[config.mk]
export PLATFORM = sky130hd
export DESIGN_NAME = async_parallel_display_port
export DESIGN_NICKNAME = d
export VERILOG_FILES = /design/src/design/display_port_pkg.sv /design/src/design/async_parallel_display_port.sv
export VERILOG_INCLUDE_DIRS = /design/src /design/src/design
export SDC_FILE = /design/constraint.sdc
export NUM_CORES = 1
export LEC_CHECK = 0
export BUFFER_PORTS_ARGS = -buffer_cell sky130_fd_sc_hd__buf_2
export CAP_MARGIN = 10
export CORE_MARGIN = 10
export CORE_UTILIZATION = 52
export DETAILED_ROUTE_END_ITERATION = 12
export GPL_TIMING_DRIVEN = 0
export PLACE_DENSITY_LB_ADDON = 0.25
export REMOVE_ABC_BUFFERS = 1
export SLEW_MARGIN = 20
export SYNTH_ARGS = -nofsm -noshare
export SYNTH_HDL_FRONTEND = slang
export SYNTH_SLANG_ARGS = --single-unit
[constraint.sdc]
create_clock -name clock -period 3.27 [get_ports clock]
set_input_delay 0.654 -clock clock [delete_from_list [all_inputs] [get_ports clock]]
set_output_delay 0.654 -clock clock [all_outputs]
set_load 0.02 [all_outputs]
[src/design/apdp_params.svh]
`ifndef APDP_PARAMS_SVH
`define APDP_PARAMS_SVH

// ----------------------------------------
// Sizes
// ----------------------------------------
`define APDP_GEN_COUNT 4
`define APDP_ACC_W 8
`define APDP_DATA_W 16

// ----------------------------------------
// Reset values and timing
// ----------------------------------------
`define APDP_STATE_RESET 2'h0
`define APDP_GAP_CYCLES 1
`define APDP_WAIT_DELAY_CYCLES 2

`endif

[src/design/display_port_pkg.sv]
`include "apdp_params.svh"

package display_port_pkg;

  typedef enum logic [1:0] {
    ACC_READ = 2'h0,
    ACC_ADDR_WRITE = 2'h1,
    ACC_DATA_WRITE = 2'h2
  } access_kind_t;

  typedef enum logic {
    BUS_80 = 1'b0,
    BUS_68K = 1'b1
  } bus_protocol_t;

  // Gray along idle, active, gap
  typedef enum logic [1:0] {
    ST_IDLE = 2'h0,
    ST_ACTIVE = 2'h1,
    ST_GAP = 2'h3
  } port_state_t;

  typedef struct packed {
    logic [1:0] cs_gen;
    logic [1:0] wr_gen;
    logic [1:0] rd_gen;
    logic [1:0] rs_gen;
  } pin_binding_t;

  typedef struct packed {
    access_kind_t kind;
    pin_binding_t binding;
  } access_req_t;

  typedef struct packed {
    logic chip_select;
    logic write_strobe;
    logic read_strobe;
    logic register_select;
  } control_pins_t;

endpackage

[src/design/async_parallel_display_port.sv]
`include "apdp_params.svh"

// How it works
// - Four generators each make a control level usable on any control pin except the write pin in 68k-style mode.
// - A generator is asserted from its assert point up to its release point.
// - Each pin's generator binding is taken afresh at the start of every access.
// - Both 80-style and 68k-style protocols are served in every mode.
// - Chip select, write strobe, read strobe and register select carry each access.
// - Each access lasts its programmed access size, size zero one cycle; kinds may differ.
// - Apart from the single access gap and wait, no pause is added beyond what sizes and control points give.
// - No fixed setup or hold; controls switch wherever programmed.
// - Single access mode keeps all controls inactive one cycle after each access.
// - The port reacts to a wait change two clock cycles later.
// - Under wait the current access finishes and the next one is held back.
// - Each control pin's polarity is selectable; active low is nominal.
// - Read, address-write and data-write use their own access sizes.
// - Register select and chip select follow their own assert and release points.
// - Read strobe follows its own assert and release points; the write strobe does so in 80-style mode only.
// - Read data is sampled at the read point given with the read request.
// - Burst length is no setting; it follows from successive accesses.
module async_parallel_display_port #(
  parameter int GEN_N = `APDP_GEN_COUNT,
  parameter int ACC_W = `APDP_ACC_W,
  parameter int DATA_W = `APDP_DATA_W
) (
  // Clock and reset
  input wire logic clock,
  input wire logic reset,
  // Configuration
  input wire display_port_pkg::bus_protocol_t bus_protocol,
  input wire logic single_access_mode,
  input wire logic port_enable,
  input wire display_port_pkg::control_pins_t control_polarity_setting,
  input wire logic [ACC_W-1:0] read_access_size,
  input wire logic [ACC_W-1:0] addr_write_access_size,
  input wire logic [ACC_W-1:0] data_write_access_size,
  input wire logic [GEN_N-1:0][ACC_W-1:0] gen_assert_point,
  input wire logic [GEN_N-1:0][ACC_W-1:0] gen_release_point,
  // Access request
  input wire logic req_valid,
  output logic req_ready,
  input wire display_port_pkg::access_req_t req,
  input wire logic [ACC_W-1:0] req_read_point,
  input wire logic [DATA_W-1:0] req_write_data,
  // Read return
  output logic [DATA_W-1:0] read_data,
  output logic read_data_valid,
  output logic busy,
  // Display pins
  output logic display_chip_select,
  output logic display_write_strobe,
  output logic display_read_strobe,
  output logic display_register_select,
  output logic [DATA_W-1:0] display_data_out,
  output logic display_data_oe,
  input wire logic [DATA_W-1:0] display_data_in,
  input wire logic display_wait_in
);

  // ----------------------------------------
  // Elaboration checks
  // ----------------------------------------
  generate
    if (GEN_N != `APDP_GEN_COUNT)
    begin : g_bad_gen_count
      $error("generator count must match the two-bit pin binding");
    end
    if (ACC_W < 1 || ACC_W > 16 || DATA_W < 1)
    begin : g_bad_widths
      $error("access or data width out of range");
    end
  endgenerate

  // ----------------------------------------
  // Decoding helpers
  // ----------------------------------------
  function automatic logic pick_level(input logic [GEN_N-1:0] lv, input logic [1:0] sel);
    pick_level = lv[sel];
  endfunction

  function automatic logic drive_pin(input logic lv, input logic pol);
    drive_pin = pol ? lv : ~lv;
  endfunction

  // ----------------------------------------
  // Input synchronisers
  // ----------------------------------------
  logic wait_meta;
  logic wait_sync;
  logic [DATA_W-1:0] data_meta;
  logic [DATA_W-1:0] data_sync;

  always_ff @(posedge clock)
  begin
    wait_meta <= display_wait_in;
    wait_sync <= wait_meta;
    data_meta <= display_data_in;
    data_sync <= data_meta;
  end

  // ----------------------------------------
  // Access sequencer
  // ----------------------------------------
  display_port_pkg::port_state_t state;
  display_port_pkg::port_state_t next_state;
  display_port_pkg::access_req_t cur_req;
  display_port_pkg::access_req_t next_cur_req;
  logic [ACC_W-1:0] count;
  logic [ACC_W-1:0] next_count;
  logic [ACC_W-1:0] cur_size;
  logic [ACC_W-1:0] next_cur_size;
  logic [ACC_W-1:0] cur_read_point;
  logic [ACC_W-1:0] next_cur_read_point;
  logic [DATA_W-1:0] next_data_out;
  logic [DATA_W-1:0] cur_write_data;
  logic [DATA_W-1:0] next_cur_write_data;
  logic last_cycle;
  logic take;
  logic [ACC_W-1:0] req_size;

  always_comb
  begin
    case (req.kind)
      display_port_pkg::ACC_READ: req_size = read_access_size;
      display_port_pkg::ACC_ADDR_WRITE: req_size = addr_write_access_size;
      default: req_size = data_write_access_size;
    endcase
  end

  // Size zero is served as one cycle
  assign last_cycle = ({1'b0, count} + {{ACC_W{1'b0}}, 1'b1}) >= {1'b0, cur_size};

  always_comb
  begin
    req_ready = 1'b0;
    if (port_enable && !wait_sync)
    begin
      case (state)
        display_port_pkg::ST_IDLE: req_ready = 1'b1;
        display_port_pkg::ST_GAP: req_ready = 1'b1;
        display_port_pkg::ST_ACTIVE: req_ready = last_cycle && !single_access_mode;
        default: req_ready = 1'b0;
      endcase
    end
  end

  assign take = req_valid && req_ready;
  assign busy = (state == display_port_pkg::ST_ACTIVE);

  always_comb
  begin
    next_state = state;
    next_count = count;
    next_cur_req = cur_req;
    next_cur_size = cur_size;
    next_cur_read_point = cur_read_point;
    next_cur_write_data = cur_write_data;
    case (state)
      display_port_pkg::ST_IDLE, display_port_pkg::ST_GAP:
      begin
        next_state = display_port_pkg::ST_IDLE;
      end
      display_port_pkg::ST_ACTIVE:
      begin
        next_count = count + {{(ACC_W-1){1'b0}}, 1'b1};
        if (last_cycle)
        begin
          next_state = single_access_mode ? display_port_pkg::ST_GAP
                                          : display_port_pkg::ST_IDLE;
        end
      end
      default:
      begin
        next_state = display_port_pkg::ST_IDLE;
      end
    endcase
    if (take)
    begin
      next_state = display_port_pkg::ST_ACTIVE;
      next_count = '0;
      next_cur_req = req;
      next_cur_size = req_size;
      next_cur_read_point = req_read_point;
      next_cur_write_data = req_write_data;
    end
    if (reset)
    begin
      next_state = display_port_pkg::ST_IDLE;
      next_count = '0;
      next_cur_req = '0;
      next_cur_size = '0;
      next_cur_read_point = '0;
      next_cur_write_data = '0;
    end
  end

  always_ff @(posedge clock)
  begin
    state <= next_state;
    count <= next_count;
    cur_req <= next_cur_req;
    cur_size <= next_cur_size;
    cur_read_point <= next_cur_read_point;
    cur_write_data <= next_cur_write_data;
  end

  // ----------------------------------------
  // Signal generators
  // ----------------------------------------
  logic [GEN_N-1:0] gen_level;

  generate
    for (genvar g = 0; g < GEN_N; g++)
    begin : g_gen
      assign gen_level[g] = (state == display_port_pkg::ST_ACTIVE)
        && (count >= gen_assert_point[g]) && (count < gen_release_point[g]);
    end
  endgenerate

  // ----------------------------------------
  // Control pins
  // ----------------------------------------
  display_port_pkg::control_pins_t logical;
  display_port_pkg::control_pins_t next_pins;
  logic is_read;
  logic active;
  logic next_oe;

  assign active = (state == display_port_pkg::ST_ACTIVE);
  assign is_read = (cur_req.kind == display_port_pkg::ACC_READ);

  always_comb
  begin
    logical.chip_select = pick_level(gen_level, cur_req.binding.cs_gen);
    logical.register_select = pick_level(gen_level, cur_req.binding.rs_gen);
    if (bus_protocol == display_port_pkg::BUS_68K)
    begin
      // Write pin is the direction line, read pin the enable
      logical.write_strobe = active && !is_read;
      logical.read_strobe = pick_level(gen_level, cur_req.binding.rd_gen);
    end
    else
    begin
      logical.write_strobe = !is_read && pick_level(gen_level, cur_req.binding.wr_gen);
      logical.read_strobe = is_read && pick_level(gen_level, cur_req.binding.rd_gen);
    end
    next_data_out = display_data_out;
    if (active && !is_read)
    begin
      next_data_out = cur_write_data;
    end
    if (reset)
    begin
      logical = '0;
      next_data_out = '0;
    end
    next_pins.chip_select = drive_pin(logical.chip_select,
                                      control_polarity_setting.chip_select);
    next_pins.write_strobe = drive_pin(logical.write_strobe,
                                       control_polarity_setting.write_strobe);
    next_pins.read_strobe = drive_pin(logical.read_strobe,
                                      control_polarity_setting.read_strobe);
    next_pins.register_select = drive_pin(logical.register_select,
                                          control_polarity_setting.register_select);
    next_oe = active && !is_read && !reset;
  end

  always_ff @(posedge clock)
  begin
    display_chip_select <= next_pins.chip_select;
    display_write_strobe <= next_pins.write_strobe;
    display_read_strobe <= next_pins.read_strobe;
    display_register_select <= next_pins.register_select;
    display_data_oe <= next_oe;
    display_data_out <= next_data_out;
  end

  // ----------------------------------------
  // Read sampling
  // ----------------------------------------
  logic sample_now;
  logic [DATA_W-1:0] next_read_data;
  logic next_read_valid;

  // Depends on the display holding data across the read point
  assign sample_now = active && is_read && (count == cur_read_point);

  always_comb
  begin
    next_read_data = read_data;
    next_read_valid = 1'b0;
    if (sample_now)
    begin
      next_read_data = data_sync;
      next_read_valid = 1'b1;
    end
    if (reset)
    begin
      next_read_data = '0;
      next_read_valid = 1'b0;
    end
  end

  always_ff @(posedge clock)
  begin
    read_data <= next_read_data;
    read_data_valid <= next_read_valid;
  end

endmodule

# Word-level counts from Yosys, hierarchy flattened
# Cells that the tools add are included.
# word_totals
wordCells	97
output_inout_bits	40
register_bits	124
input_bits	149
# classes
n_mux	22
n_lt_le_gt_ge	13
bitwise	5
reduce_logical	27
add_sub_neg	2
n_eq_ne	5
# op_table
op	count
>= comparator 8 bit	4
< comparator 8 bit	4
logical AND 1 bit	17
one-hot mux 8 bit (2 select lines)	1
2-to-1 mux 1 bit	13
< comparator 2 x 3 -> 1 bit (second input constant)	4
adder 8 x 1 -> 9 bit (second input constant)	1
>= comparator 9 x 8 -> 1 bit	1
adder 8 x 1 -> 8 bit (second input constant)	1
binary-select mux 1 bit (select 2 bit)	4
equality test 8 bit	1
zero test 2 bit	3
NOT 1 bit	5
equality test 2 x 1 -> 1 bit (second input constant)	2
zero test 1 bit	4
2-to-1 mux 2 bit	2
2-to-1 mux 4 bit	1
OR reduction 2 bit	2
inequality test 3 bit (second input constant)	1
OR reduction 3 bit	1
equality test 2 bit (second input constant)	1
one-hot mux 1 bit (2 select lines)	1

# Depth between registers and ports, before layout
# Gate-level depths: netlist of the first run.
# logic_depth
word_depth	10
ltp_mapped	14
depth_no_buf	11

# Worst setup path before layout of the first run
# No wires, ideal clock.
# synth_timing
kind	reg2out
start	register count[2]
end	output port req_ready
n_path_buf	0
arrival_ps	2515
stages_incl_launch_ff	11
required_time_ps	2616
slack_ps	101
path_cell_list	dfxtp_1 > and3_1 > and3_1 > xor2_1 > ha_1 > a21o_1 > a21o_1 > a221oi_2 > o31a_4 > nor3b_1 > o21a_1
# synth_between
elab_chain_cells	5
# synth_lines
element	line_no	text
start: declaration	async_parallel_display_port.sv:108	logic [ACC_W-1:0] count;
start signal: assignment	async_parallel_display_port.sv:200	count <= next_count;
adder 8 x 1 -> 9 bit	async_parallel_display_port.sv:131	assign last_cycle = ({1'b0, count} + {{ACC_W{1'b0}}, 1'b1}) >= {1'b0, cur_size};
>= comparator 9 x 8 -> 1 bit	async_parallel_display_port.sv:131	
logical AND 1 bit	async_parallel_display_port.sv:141	display_port_pkg::ST_ACTIVE: req_ready = last_cycle && !single_access_mode;
one-hot mux 1 bit (2 select lines)	async_parallel_display_port.sv:138	case (state)
2-to-1 mux 1 bit	async_parallel_display_port.sv:136	if (port_enable && !wait_sync)
end: declaration	async_parallel_display_port.sv:41	output logic req_ready,
# No other way between the ends.

# Worst setup path in the final report of the first run
# layout_timing
start	register count[0]
end	output port req_ready
# Same word-level chain as after synthesis.

==> results by group, run 1 <==
Global routing
  • Number of global-route vias before repair: 5774
  • Grt ovf: 0
  • Initial antenna violation count: 0
  • Largest net degree at the start of global routing: 86
  • Gr usage total: 20.1%
  • Global-route wire length before repair: 27400 um

Synthesis
  • Synth Flop Type: dfxtp_1
  • Gate Count Post-Synth: 709
  • Seq cells post-synth: 124
  • Mapped cell area: 6140 um^2
  • Seq/Total Area, Yosys: 40.4%
  • Synth Area per Inst: 8.66 um^2
  • Synth warn: 0
  • Ys async rst share: 0%
  • Synth cell types: 50
  • Number of flops mapped to enable cells by yosys: 0

Setup path
  • R2R depth: 14
  • Endpoint arrival time on the critical path: 2.82 ns
  • R2R Path End: cur_req[3]$_SDFFE_PP0P_
  • R2r setup slk: 0.15 ns
  • Reg-to-reg startpoint: count[0]$_SDFFE_PP0P_
  • CP startpoint: count[0]$_SDFFE_PP0P_
  • Setup crit end: req_ready
  • CP max FO: 5
  • Crit Path Class: reg -> out
  • WP data required: 2.62 ns
  • Slowest cell on the critical path: dfxtp_4
  • Crit-path cells: and3_4 -> and3_4 -> xor2_2 -> ha_1 -> a21o_1 -> a21o_1 -> a221oi_2 -> o31a_4 -> nor3b_2 -> o21a_1 -> buf_6
  • Largest stage delay on the critical path: 0.38 ns
  • Worst Setup Start Kind: register
  • Kind of end point of the critical path: output pin

Timing
  • Final Skew: 0.0115 ns
  • Slew @ Worst Pin: 0.980 ns
  • Final setup margin: -0.203 ns
  • Final setup vio count: 1
  • Slew Limit Fails: 0
  • Fin crit share: 106%
  • Fin crit period: 3.47 ns
  • Hold Violations, Final: 0
  • Max transition margin: 34.6%
  • RSZ-0062 raised after global routing: yes
  • Fmax: 288 MHz

Finish
  • Antenna cells: 0
  • Area Growth Syn to Fin: 30.3%
  • Fin nets: 1125
  • Fraction of layout cells with a size suffix above 1: 28.5%
  • Core Util, Final: 69.7%
  • Most common cell after layout, fill and taps aside: buf_2
  • Most frequent cells in the layout: buf_2, nand2_1, dfxtp_1, ha_1, inv_1
  • Filler cells: 909

Status
  • Failing checks: setup timing
  • Status: finished, violations left

Clock network
  • CTS Buffer Depth: 2
  • CTS tree: done
  • Clk pin slew, worst setup/hold paths: 0.05 ns
  • Cts hold-fix bufs: 0
  • Worst-Skew Late Latency: 0.41 ns
  • Root Driver: clkbuf_16
  • CTS Buf Count: 17
  • H-tree depth: 4
  • Sinks on Clock Net: 124

Power and ir drop
  • Worst IR Drop VDD: 0.429 mV
  • Leak pwr: 0.00404 uW
  • Pwr Density: 485 nW/um^2

Route
  • WL final: 16800 um
  • Vias: 5560
  • DRC Markers: 0
  • Vias/cell: 5.25
  • Initial DRC Count: 294
  • DR pass1 iterations: 5
  • Routed length per placed instance: 15.8 um
  • Number of routed nets with antenna violations: 0

Die
  • Width of the die: 129 um
  • Die Footprint: 16600 um^2
  • I/O pin count: 189
  • Core Footprint: 11500 um^2
  • Initial Utilization: 53.5%
  • Die height: 129 um
  • Floorplan row count: 39

Place
  • Routability-driven placement congestion ratio: 0.874
  • Hpwl dp: 12300 um
  • Post-placement worst setup slack: -0.391 ns
  • Port bufs: 188

Run
  • Max Cap Viol: 0

Worst hold path
  • Worst hold path type: reg -> reg
## sequential cells by signal (all words and copies together) (netlist names), 2 cells and up
name	count
read_data	16
count	8
data_sync	16
cur_read_point	8
state	2
cur_write_data	16
cur_req	10
display_data_out	16
data_meta	16
cur_size	8
## repair_timing
action                     4_1_cts  5_1_grt
buffers inserted                15        4
gates resized for setup         19        1
pin swaps                       12        7
cloned                           0        0
setup endpoints to repair       51       27
## cell type report
type / count / area, um^2 / area share, %
Multi-Input combinational cell: 486 / 3290 / 41.2
Sequential cell: 124 / 2500 / 31.3
Timing Repair Buffer: 209 / 1150 / 14.4
Clock buffer: 20 / 447 / 5.59
Inverter: 67 / 251 / 3.15
Tap cell: 143 / 179 / 2.24
Clock inverter: 11 / 169 / 2.11
## Yosys cell counts (all sizes together), types with 5 or more instances
library cell / number / area share, %
o21ai: 20 / 1.7
mux2i: 26 / 4.2
clkbuf: 21 / 1.3
a31oi: 6 / 0.61
nor2: 35 / 2.1
a21o: 14 / 1.7
nand4: 5 / 0.51
a221oi: 5 / 0.82
inv: 67 / 4.1
buf: 11 / 1.3
nand2: 133 / 8.1
ha: 71 / 14
and3: 10 / 1.2
nand3: 14 / 1.1
nor3: 5 / 0.41
nor2b: 5 / 0.51
nand2b: 10 / 1.0
a21oi: 60 / 4.9
xor2: 22 / 3.1
dfxtp: 124 / 40
## critical path: cells and delay by family, from the launching register on
family	cells	cell delay [ns]
compound gates	5	1.03
simple gates	3	0.43
flops	1	0.38
fa+ha+maj	1	0.27
xor+xnor	1	0.16
buf+inv	1	0.13
## logic make-up after synthesis
group | after synthesis | synth area share, %
and+or+nand+nor | 233 | 17.1
adders and majority gates | 71 | 14.5
DFF | 124 | 40.4
AOI/OAI and AO/OA | 129 | 13.1
xor gates and xnor gates | 25 | 3.57
buffers and inverters | 99 | 6.71
muxes | 28 | 4.61
## per-stage QoR
step,setup TNS [ns],area [um^2],cells,hold WS [ns],total power [uW]
2_1_floorplan,-6.58,5980,677,0.310,1780
3_3_place_gp,-54.16,7100,1008,0.311,1930
3_5_place_dp,-7.86,7160,1010,0.312,1950
4_1_cts,-0.142,7940,1056,0.324,3900
5_1_grt,-0.380,8000,1060,0.323,4030
6_report,-0.203,8000,1060,0.324,3880
## worst min-delay path by stage
stage / startpoint / end / slack [ns] / cells after the start
2_1_floorplan: data_meta[0]$_DFF_P_ / data_sync[0]$_DFF_P_ / 0.31 / 0
3_3_place_gp: wait_meta$_DFF_P_ / wait_sync$_DFF_P_ / 0.31 / 0
3_5_place_dp: data_meta[7]$_DFF_P_ / data_sync[7]$_DFF_P_ / 0.31 / 0
4_1_cts: data_meta[9]$_DFF_P_ / data_sync[9]$_DFF_P_ / 0.32 / 0
5_1_grt: display_data_in[8] / data_meta[8]$_DFF_P_ / 0.32 / 1
6_report: data_meta[9]$_DFF_P_ / data_sync[9]$_DFF_P_ / 0.32 / 0
## per-layer routing
metal	part of all wire, %	up-vias	global-route usage, %
li1	-	2779	-
met1	41	2550	23.0
met2	48	203	33.7
met3	8.8	28	6.98
met4	2.0	0	8.12
met5	0	-	0
## report_power, final
group          switching, uW  leakage, uW  internal, uW
Combinational            183      0.00272           171
Clock                    651     0.000300          1290
Sequential              22.7      0.00102          1560
Note: power is estimated with default switching activity, not from simulation.
==> inputs of run 2 (changes only) <==
--- a/config.mk
+++ b/config.mk
@@ -6,11 +6,13 @@
 export SDC_FILE = /design/constraint.sdc
 export NUM_CORES = 1
 export LEC_CHECK = 0
+export ABC_AREA = 1
 export BUFFER_PORTS_ARGS = -buffer_cell sky130_fd_sc_hd__buf_2
 export CAP_MARGIN = 10
 export CORE_MARGIN = 10
-export CORE_UTILIZATION = 52
+export CORE_UTILIZATION = 53
 export DETAILED_ROUTE_END_ITERATION = 12
+export GPL_ROUTABILITY_DRIVEN = 0
 export GPL_TIMING_DRIVEN = 0
 export PLACE_DENSITY_LB_ADDON = 0.25
 export REMOVE_ABC_BUFFERS = 1
==> constraint.sdc (replaced) <==
create_clock -name clock -period 3.29 [get_ports clock]
set_input_delay 0.658 -clock clock [delete_from_list [all_inputs] [get_ports clock]]
set_output_delay 0.658 -clock clock [all_outputs]
set_load 0.02 [all_outputs]
==> run 2 against run 1 <==
  * The flow now finishes without violations
  * First-iteration DRC count rose by 25%
  * Critical path type unchanged
  * Die area rose by 8.2%
  * Critical endpoint unchanged
  * Utilization fell by 1.1 points
  * Global-route usage fell by 0.77 points
  * Wire length rose by 5.7%
  * Critical path depth rose by 4
==> results by group, run 2 <==
Status
  • Status: finished, final reports clean (was finished, violations left)

Synthesis
  • Synth area leaders: dfxtp_1, ha_1, inv_1, nand2_1, nor2_1 (was dfxtp_1, ha_1, nand2_1, a21oi_1, mux2i_1)
  • Synth warn: 0 (unchanged)
  • Gate Count Post-Synth: 991 (was 709)
  • Share of the synthesized area in the top cell type: 36.2% (was 40.4%)
  • Seq/Total Area, Yosys: 36.2% (was 40.4%)
  • Synth cell types: 31 (was 50)
  • Synth top cells by count: inv_1, nand2_1, dfxtp_1 (was nand2_1, dfxtp_1, ha_1)
  • Synth area leader: dfxtp_1 (unchanged)
  • Seq cells post-synth: 124 (unchanged)
  • Number of flops mapped to enable cells by yosys: 0 (unchanged)
  • Synth Flop Type: dfxtp_1 (unchanged)
  • Synth Area per Inst: 6.93 um^2 (was 8.66 um^2)
  • Most common cell in the netlist: inv_1 (was nand2_1)
  • Ys async rst share: 0% (unchanged)
  • Mapped cell area: 6860 um^2 (was 6140 um^2)

Setup path
  • Largest stage delay on the critical path: 0.40 ns (was 0.38 ns)
  • WP data required: 2.63 ns (was 2.62 ns)
  • Stages on worst setup path: 15 (was 11)
  • R2R Path End: count[0]$_SDFFE_PP0P_ (was cur_req[3]$_SDFFE_PP0P_)
  • Buf+Inv Stages, Crit Path: 1 (unchanged)
  • Reg-to-reg startpoint: count[0]$_SDFFE_PP0P_ (unchanged)
  • Top delay family on crit path: simple AND/OR/NAND/NOR gates (was compound AO/OA/AOI/OAI gates)
  • Slowest cell on the critical path: dfxtp_4 (unchanged)
  • Endpoint arrival time on the critical path: 2.53 ns (was 2.82 ns)
  • Crit-path cells: ha_4 -> nand3_4 -> xor2_2 -> ha_1 -> nand2_1 -> nor2_1 -> nand2_1 -> nand3_1 -> nand2_1 -> nand2_1 -> nand2_2 -> nand2_2 -> nand3_4 -> a21boi_2 -> buf_6 (was and3_4 -> and3_4 -> xor2_2 -> ha_1 -> a21o_1 -> a21o_1 -> a221oi_2 -> o31a_4 -> nor3b_2 -> o21a_1 -> buf_6)
  • Kind of end point of the critical path: output pin (unchanged)
  • CP startpoint: count[0]$_SDFFE_PP0P_ (unchanged)
  • Setup crit end: req_ready (unchanged)
  • CP max FO: 6 (was 5)
  • Crit Path Class: reg -> out (unchanged)
  • R2r setup slk: 0.29 ns (was 0.15 ns)
  • Worst Setup Start Kind: register (unchanged)
  • R2R depth: 17 (was 14)
  • CP most frequent cell: nand2_1

Timing
  • Slew @ Worst Pin: 0.947 ns (was 0.980 ns)
  • Fin crit share: 96.9%
  • RSZ-0062 raised after global routing: yes (unchanged)
  • Final Skew: 0.0123 ns (was 0.0115 ns)
  • Fin crit period: 3.19 ns
  • Slew Limit Fails: 0 (unchanged)
  • Max transition margin: 36.6% (was 34.6%)
  • Fmax: 314 MHz
  • Final hold slack: 0.326 ns (was 0.324 ns)
  • Hold Violations, Final: 0 (unchanged)
  • Final setup vio count: 0 (was 1)

Run
  • Max Cap Viol: 0 (unchanged)

Route
  • Vias/cell: 4.74 (was 5.25)
  • DR pass1 iterations: 5 (unchanged)
  • WL final: 17800 um (was 16800 um)
  • Initial DRC Count: 367 (was 294)
  • Vias: 6459 (was 5560)
  • DRC Markers: 0 (unchanged)
  • Number of routed nets with antenna violations: 0 (unchanged)
  • Routed length per placed instance: 13.0 um (was 15.8 um)

Clock network
  • Worst-Skew Late Latency: 0.42 ns (was 0.41 ns)
  • CTS Buf Count: 17 (unchanged)
  • Sinks on Clock Net: 124 (unchanged)
  • Clk pin slew, worst setup/hold paths: 0.06 ns (was 0.05 ns)
  • CTS Buffer Depth: 2 (unchanged)
  • CTS tree: done (unchanged)
  • Cts hold-fix bufs: 0 (unchanged)
  • H-tree depth: 4 (unchanged)
  • Root Driver: clkbuf_16 (unchanged)

Power and ir drop
  • Clock share of power: 45.5% (was 50.0%)
  • Leak pwr: 0.00500 uW (was 0.00404 uW)
  • Internal power: 2830 uW (was 3020 uW)
  • Pwr Total: 4020 uW (was 3880 uW)
  • Net Sw Frac: 29.5% (was 22.1%)
  • Seq pwr share: 40.0% (was 40.8%)
  • Worst IR Drop VDD: 0.383 mV (was 0.429 mV)
  • Switching power: 1190 uW (was 857 uW)
  • Pwr Density: 462 nW/um^2 (was 485 nW/um^2)
  • Combinational power share: 14.5% (was 9.1%)

Finish
  • Fin cells: 1364 (was 1060)
  • Most frequent cells in the layout: inv_1, nand2_1, buf_2, dfxtp_1, nor2_1 (was buf_2, nand2_1, dfxtp_1, ha_1, inv_1)
  • Most common cell after layout, fill and taps aside: inv_1 (was buf_2)
  • Fraction of layout cells with a size suffix above 1: 21.5% (was 28.5%)
  • Area Growth Syn to Fin: 26.8% (was 30.3%)
  • Core Util, Final: 68.7% (was 69.7%)
  • Fin nets: 1398 (was 1125)

Die
  • Die height: 134 um (was 129 um)
  • I/O pin count: 189 (unchanged)
  • Floorplan row count: 41 (was 39)
  • Core Footprint: 12700 um^2 (was 11500 um^2)
  • Width of the die: 134 um (was 129 um)
  • Initial Utilization: 54.2% (was 53.5%)
  • Die Footprint: 17900 um^2 (was 16600 um^2)

Global routing
  • Number of global-route vias before repair: 6212 (was 5774)
  • Largest net degree at the start of global routing: 45 (was 86)
  • Grt ovf: 0 (unchanged)
  • Global-route wire length before repair: 28900 um (was 27400 um)
  • Initial antenna violation count: 0 (unchanged)
  • Gr usage total: 19.4% (was 20.1%)

Place
  • Placed cell count: 1323 (was 1010)
  • Hpwl dp: 12900 um (was 12300 um)
  • Port bufs: 188 (unchanged)

Worst hold path
  • Worst hold path type: reg -> reg (unchanged)
==> run 2: cell count changes after synthesis, moves of 22 or more <==
cell / previous run / this run
nand4_1: 5 / 57
o21ai_0: 18 / 40
mux2i_1: 26 / 0
nor2_1: 35 / 113
inv_1: 67 / 228
nand2_1: 133 / 212
==> run 2: what timing repair did <==
| item | in CTS | in global routing |
|---|---|---|
| resized for setup | 19 | 9 |
| buffers inserted | 4 | 3 |
| endpoints found under the setup margin | 53 | 49 |
| pin swaps | 2 | 6 |
| endpoints found under the hold margin | 0 | 0 |
| cloned | 1 | 0 |
==> run 2: final cells by class <==
cell class	count	area (um^2)
timing repair buffer	200	1080
multi-input combinational	605	3440
sequential	124	2510
fill	1132	3970
clock inverter	15	168
clock buffer	17	425
antenna	1	2.50
inverter	230	865
tap	172	215
==> run 2: stage by stage <==
stage | setup slack (ns) | area, um^2 | setup TNS, ns
2_1_floorplan | 0.0206 | 6700 | 0
3_3_place_gp | -1.19 | 7860 | -48.53
3_5_place_dp | -0.679 | 7950 | -22.98
4_1_cts | 0.0161 | 8630 | 0
5_1_grt | -0.0973 | 8700 | -0.147
6_report | 0.102 | 8700 | 0
==> run 2: power groups by stage <==
stage | Clock (uW) | Sequential (uW) | Combinational [uW]
5_1_grt | 1910 | 1620 | 674
4_1_cts | 1860 | 1610 | 569
2_1_floorplan | 0 | 1650 | 333
6_report | 1830 | 1610 | 582
3_3_place_gp | 0 | 1640 | 538
3_5_place_dp | 0 | 1650 | 554
==> run 2: worst min path at each step <==
| stage | endpoint | depth (start not counted) | from | slack [ns] |
|---|---|---|---|---|
| 5_1_grt | data_meta[1]$_DFF_P_ | 1 | display_data_in[1] | 0.33 |
| 2_1_floorplan | data_sync[0]$_DFF_P_ | 0 | data_meta[0]$_DFF_P_ | 0.31 |
| 3_5_place_dp | data_sync[10]$_DFF_P_ | 0 | data_meta[10]$_DFF_P_ | 0.31 |
| 4_1_cts | data_sync[3]$_DFF_P_ | 0 | data_meta[3]$_DFF_P_ | 0.33 |
| 6_report | data_sync[3]$_DFF_P_ | 0 | data_meta[3]$_DFF_P_ | 0.33 |
| 3_3_place_gp | data_sync[6]$_DFF_P_ | 0 | data_meta[6]$_DFF_P_ | 0.31 |
==> run 2: metal layers <==
layer	track usage [%]	part of all wire, %	vias to the layer above
met5	0	0	-
met4	5.44	0.99	0
met3	5.30	7.9	17
met2	33.6	47	188
met1	22.8	44	2787
li1	-	-	3467
==> run 2: logic make-up (layout without fill, tap and decap cells) <==
group | count (synthesis) | after routing | synth area share, %
xor gates and xnor gates | 10 | 10 | 1.28
buffers and inverters | 263 | 462 | 14.9
other | 0 | 1 | 0
DFF | 124 | 124 | 36.2
and+or+nand+nor | 428 | 429 | 27.1
AOI/OAI and AO/OA | 95 | 95 | 7.60
adders and majority gates | 71 | 71 | 12.9
==> inputs of run 3 (changes only) <==
--- a/config.mk
+++ b/config.mk
@@ -10,10 +10,11 @@
 export BUFFER_PORTS_ARGS = -buffer_cell sky130_fd_sc_hd__buf_2
 export CAP_MARGIN = 10
 export CORE_MARGIN = 10
-export CORE_UTILIZATION = 53
+export CORE_UTILIZATION = 48
 export DETAILED_ROUTE_END_ITERATION = 12
 export GPL_ROUTABILITY_DRIVEN = 0
 export GPL_TIMING_DRIVEN = 0
+export HOLD_SLACK_MARGIN = 0.08
 export PLACE_DENSITY_LB_ADDON = 0.25
 export REMOVE_ABC_BUFFERS = 1
 export SLEW_MARGIN = 20
==> constraint.sdc (replaced) <==
create_clock -name clock -period 2.8 [get_ports clock]
set_input_delay 0.56 -clock clock [delete_from_list [all_inputs] [get_ports clock]]
set_output_delay 0.56 -clock clock [all_outputs]
set_load 0.02 [all_outputs]
==> run 3 against run 2 <==
  * The run now ends with setup timing left
  * Sequential share of layout area down 0.54 points
  * Setup slack worse by 0.35 ns
  * Utilization down 5.0 points
  * Largest cell class unchanged
==> results by group, run 3 (synthesis gave the netlist of run 2 again) <==
Status
  • Status: finished, violations left (was finished, final reports clean)
  • Failing checks: setup timing

Route
  • DRC Markers: 0 (unchanged)
  • Routed length per placed instance: 13.7 um (was 13.0 um)
  • Vias: 6615 (was 6459)
  • Number of routed nets with antenna violations: 0 (unchanged)
  • WL final: 19000 um (was 17800 um)
  • Initial DRC Count: 238 (was 367)
  • DR pass1 iterations: 6 (was 5)
  • Vias/cell: 4.78 (was 4.74)

Setup path
  • Kind of end point of the critical path: output pin (unchanged)
  • Endpoint arrival time on the critical path: 2.49 ns (was 2.53 ns)
  • CP max FO: 3 (was 6)
  • Crit Path Class: reg -> out (unchanged)
  • WP data required: 2.24 ns (was 2.63 ns)
  • Worst Setup Start Kind: register (unchanged)

Timing
  • Slew @ Worst Pin: 1.04 ns (was 0.947 ns)
  • Hold Violations, Final: 0 (unchanged)
  • Final Skew: 0.00707 ns (was 0.0123 ns)
  • Final setup margin: -0.251 ns (was 0.102 ns)
  • RSZ-0062 raised after global routing: yes (unchanged)
  • Max transition margin: 30.7% (was 36.6%)
  • Fin crit share: 109%
  • Final setup vio count: 12 (was 0)
  • Slew Limit Fails: 0 (unchanged)
  • Final setup TNS: -0.310 ns (was 0 ns)
  • Fmax: 328 MHz
  • Fin crit period: 3.05 ns

Clock network
  • Worst-Skew Late Latency: 0.41 ns (was 0.42 ns)
  • Sinks on Clock Net: 124 (unchanged)
  • Root Driver: clkbuf_16 (unchanged)
  • Clk pin slew, worst setup/hold paths: 0.06 ns (about the same)
  • CTS Buffer Depth: 2 (unchanged)
  • CTS Buf Count: 17 (unchanged)
  • CTS tree: done (unchanged)
  • H-tree depth: 4 (unchanged)

Power and ir drop
  • Worst IR Drop VDD: 0.511 mV (was 0.383 mV)
  • Pwr Density: 535 nW/um^2 (was 462 nW/um^2)
  • Pwr Total: 4740 uW (was 4020 uW)
  • Leak pwr: 0.00505 uW (was 0.00500 uW)

Global routing
  • Grt met2 use: 32.2% (was 33.6%)
  • Global-route wire length before repair: 30600 um (was 28900 um)
  • Largest net degree at the start of global routing: 54 (was 45)
  • Number of global-route vias before repair: 6447 (was 6212)
  • Grt met1 use: 22.0% (was 22.8%)
  • Layer with the highest usage: met2 (unchanged)
  • Grt ovf: 0 (unchanged)
  • Initial antenna violation count: 1 (was 0)
  • M3 GR Usage: 5.24% (was 5.30%)
  • Gr usage total: 18.7% (was 19.4%)

Place
  • Port bufs: 188 (unchanged)
  • Placed cell count: 1330 (was 1323)
  • Post-placement worst setup slack: -1.22 ns (was -0.679 ns)
  • Hpwl dp: 13300 um (was 12900 um)

Die
  • Die Footprint: 19500 um^2 (was 17900 um^2)
  • Floorplan row count: 43 (was 41)
  • Width of the die: 140 um (was 134 um)
  • I/O pin count: 189 (unchanged)
  • Die height: 140 um (was 134 um)
  • Core Footprint: 13900 um^2 (was 12700 um^2)
  • Initial Utilization: 49.3% (was 54.2%)

Finish
  • Fin nets: 1410 (was 1398)
  • Fin cells: 1384 (was 1364)
  • Most common cell after layout, fill and taps aside: inv_1 (unchanged)
  • Area Growth Syn to Fin: 29.2% (was 26.8%)
  • Most frequent cells in the layout: inv_1, nand2_1, buf_2, dfxtp_1, nor2_1 (unchanged)
  • Fraction of layout cells with a size suffix above 1: 22.9% (was 21.5%)
  • Filler cells: 1245 (was 1132)

Worst hold path
  • Worst hold path type: in -> reg (was reg -> reg)

Run
  • Max Cap Viol: 0 (unchanged)
run 3: cell type report:
cell class / count / area, um^2 / area share, %
clock buffer: 17 / 425 / 4.80
timing repair buffer: 210 / 1160 / 13.0
inverter: 230 / 868 / 9.79
clock inverter: 15 / 159 / 1.79
tap: 180 / 225 / 2.54
antenna: 1 / 2.50 / 0.0282
sequential: 124 / 2510 / 28.3
multi-input combinational: 607 / 3530 / 39.8
run 3: final timing paths:
| path | startpoint | endpoint | slack, ns | cells past startpoint |
|---|---|---|---|---|
| max reg2reg | count[1]$_SDFFE_PP0P_ | cur_read_point[7]$_SDFFE_PP0P_ | -0.01 | 20 |
| min reg2reg | data_meta[3]$_DFF_P_ | data_sync[3]$_DFF_P_ | 0.32 | 0 |
| max | count[1]$_SDFFE_PP0P_ | req_ready | -0.25 | 16 |
| min | display_data_in[4] | data_meta[4]$_DFF_P_ | 0.24 | 1 |
run 3: per-layer routing:
metal	vias to the layer above	share of wire, %
li1	3497	-
met5	-	0
met2	206	48
met4	0	1.3
met3	14	7.1
met1	2898	44
run 3: stage by stage:
step	utilization (%)	instance area [um^2]	hold slack [ns]
final	63.7	8870	0.245
after global routing	63.7	8870	0.226
after CTS	62.5	8710	0.228
after detailed placement	57.0	7940	0.312
after global placement	56.5	7870	0.310
after floorplan	-	6700	0.310
run 3: what timing repair did:
item	4_1_cts	5_1_grt
setup endpoints to repair	69	60
pin swaps	13	4
gates cloned	2	1
resized for setup	29	13
hold buffers	0	0
buffers inserted	9	9
run 3: worst max-delay path, cell delays in order (launching register included):
cell and delay, ns:
dfxtp_4 0.37, buf_6 0.11, nand3_4 0.06, nor2_4 0.10, nand2_1 0.07, xor2_1 0.21, inv_1 0.08, ha_1 0.28
nand2_1 0.04, inv_1 0.05, nand2_1 0.06, nand2_1 0.07, nand2_1 0.06, nand2_2 0.12, nand3_4 0.08, a21boi_2 0.18
buf_6 0.14
run 3: power breakdown:
part	total [uW]	internal [uW]	switching, uW
registers	1890	1850	43.5
logic	714	291	423
clock network	2140	1200	940
total	4740	3340	1410
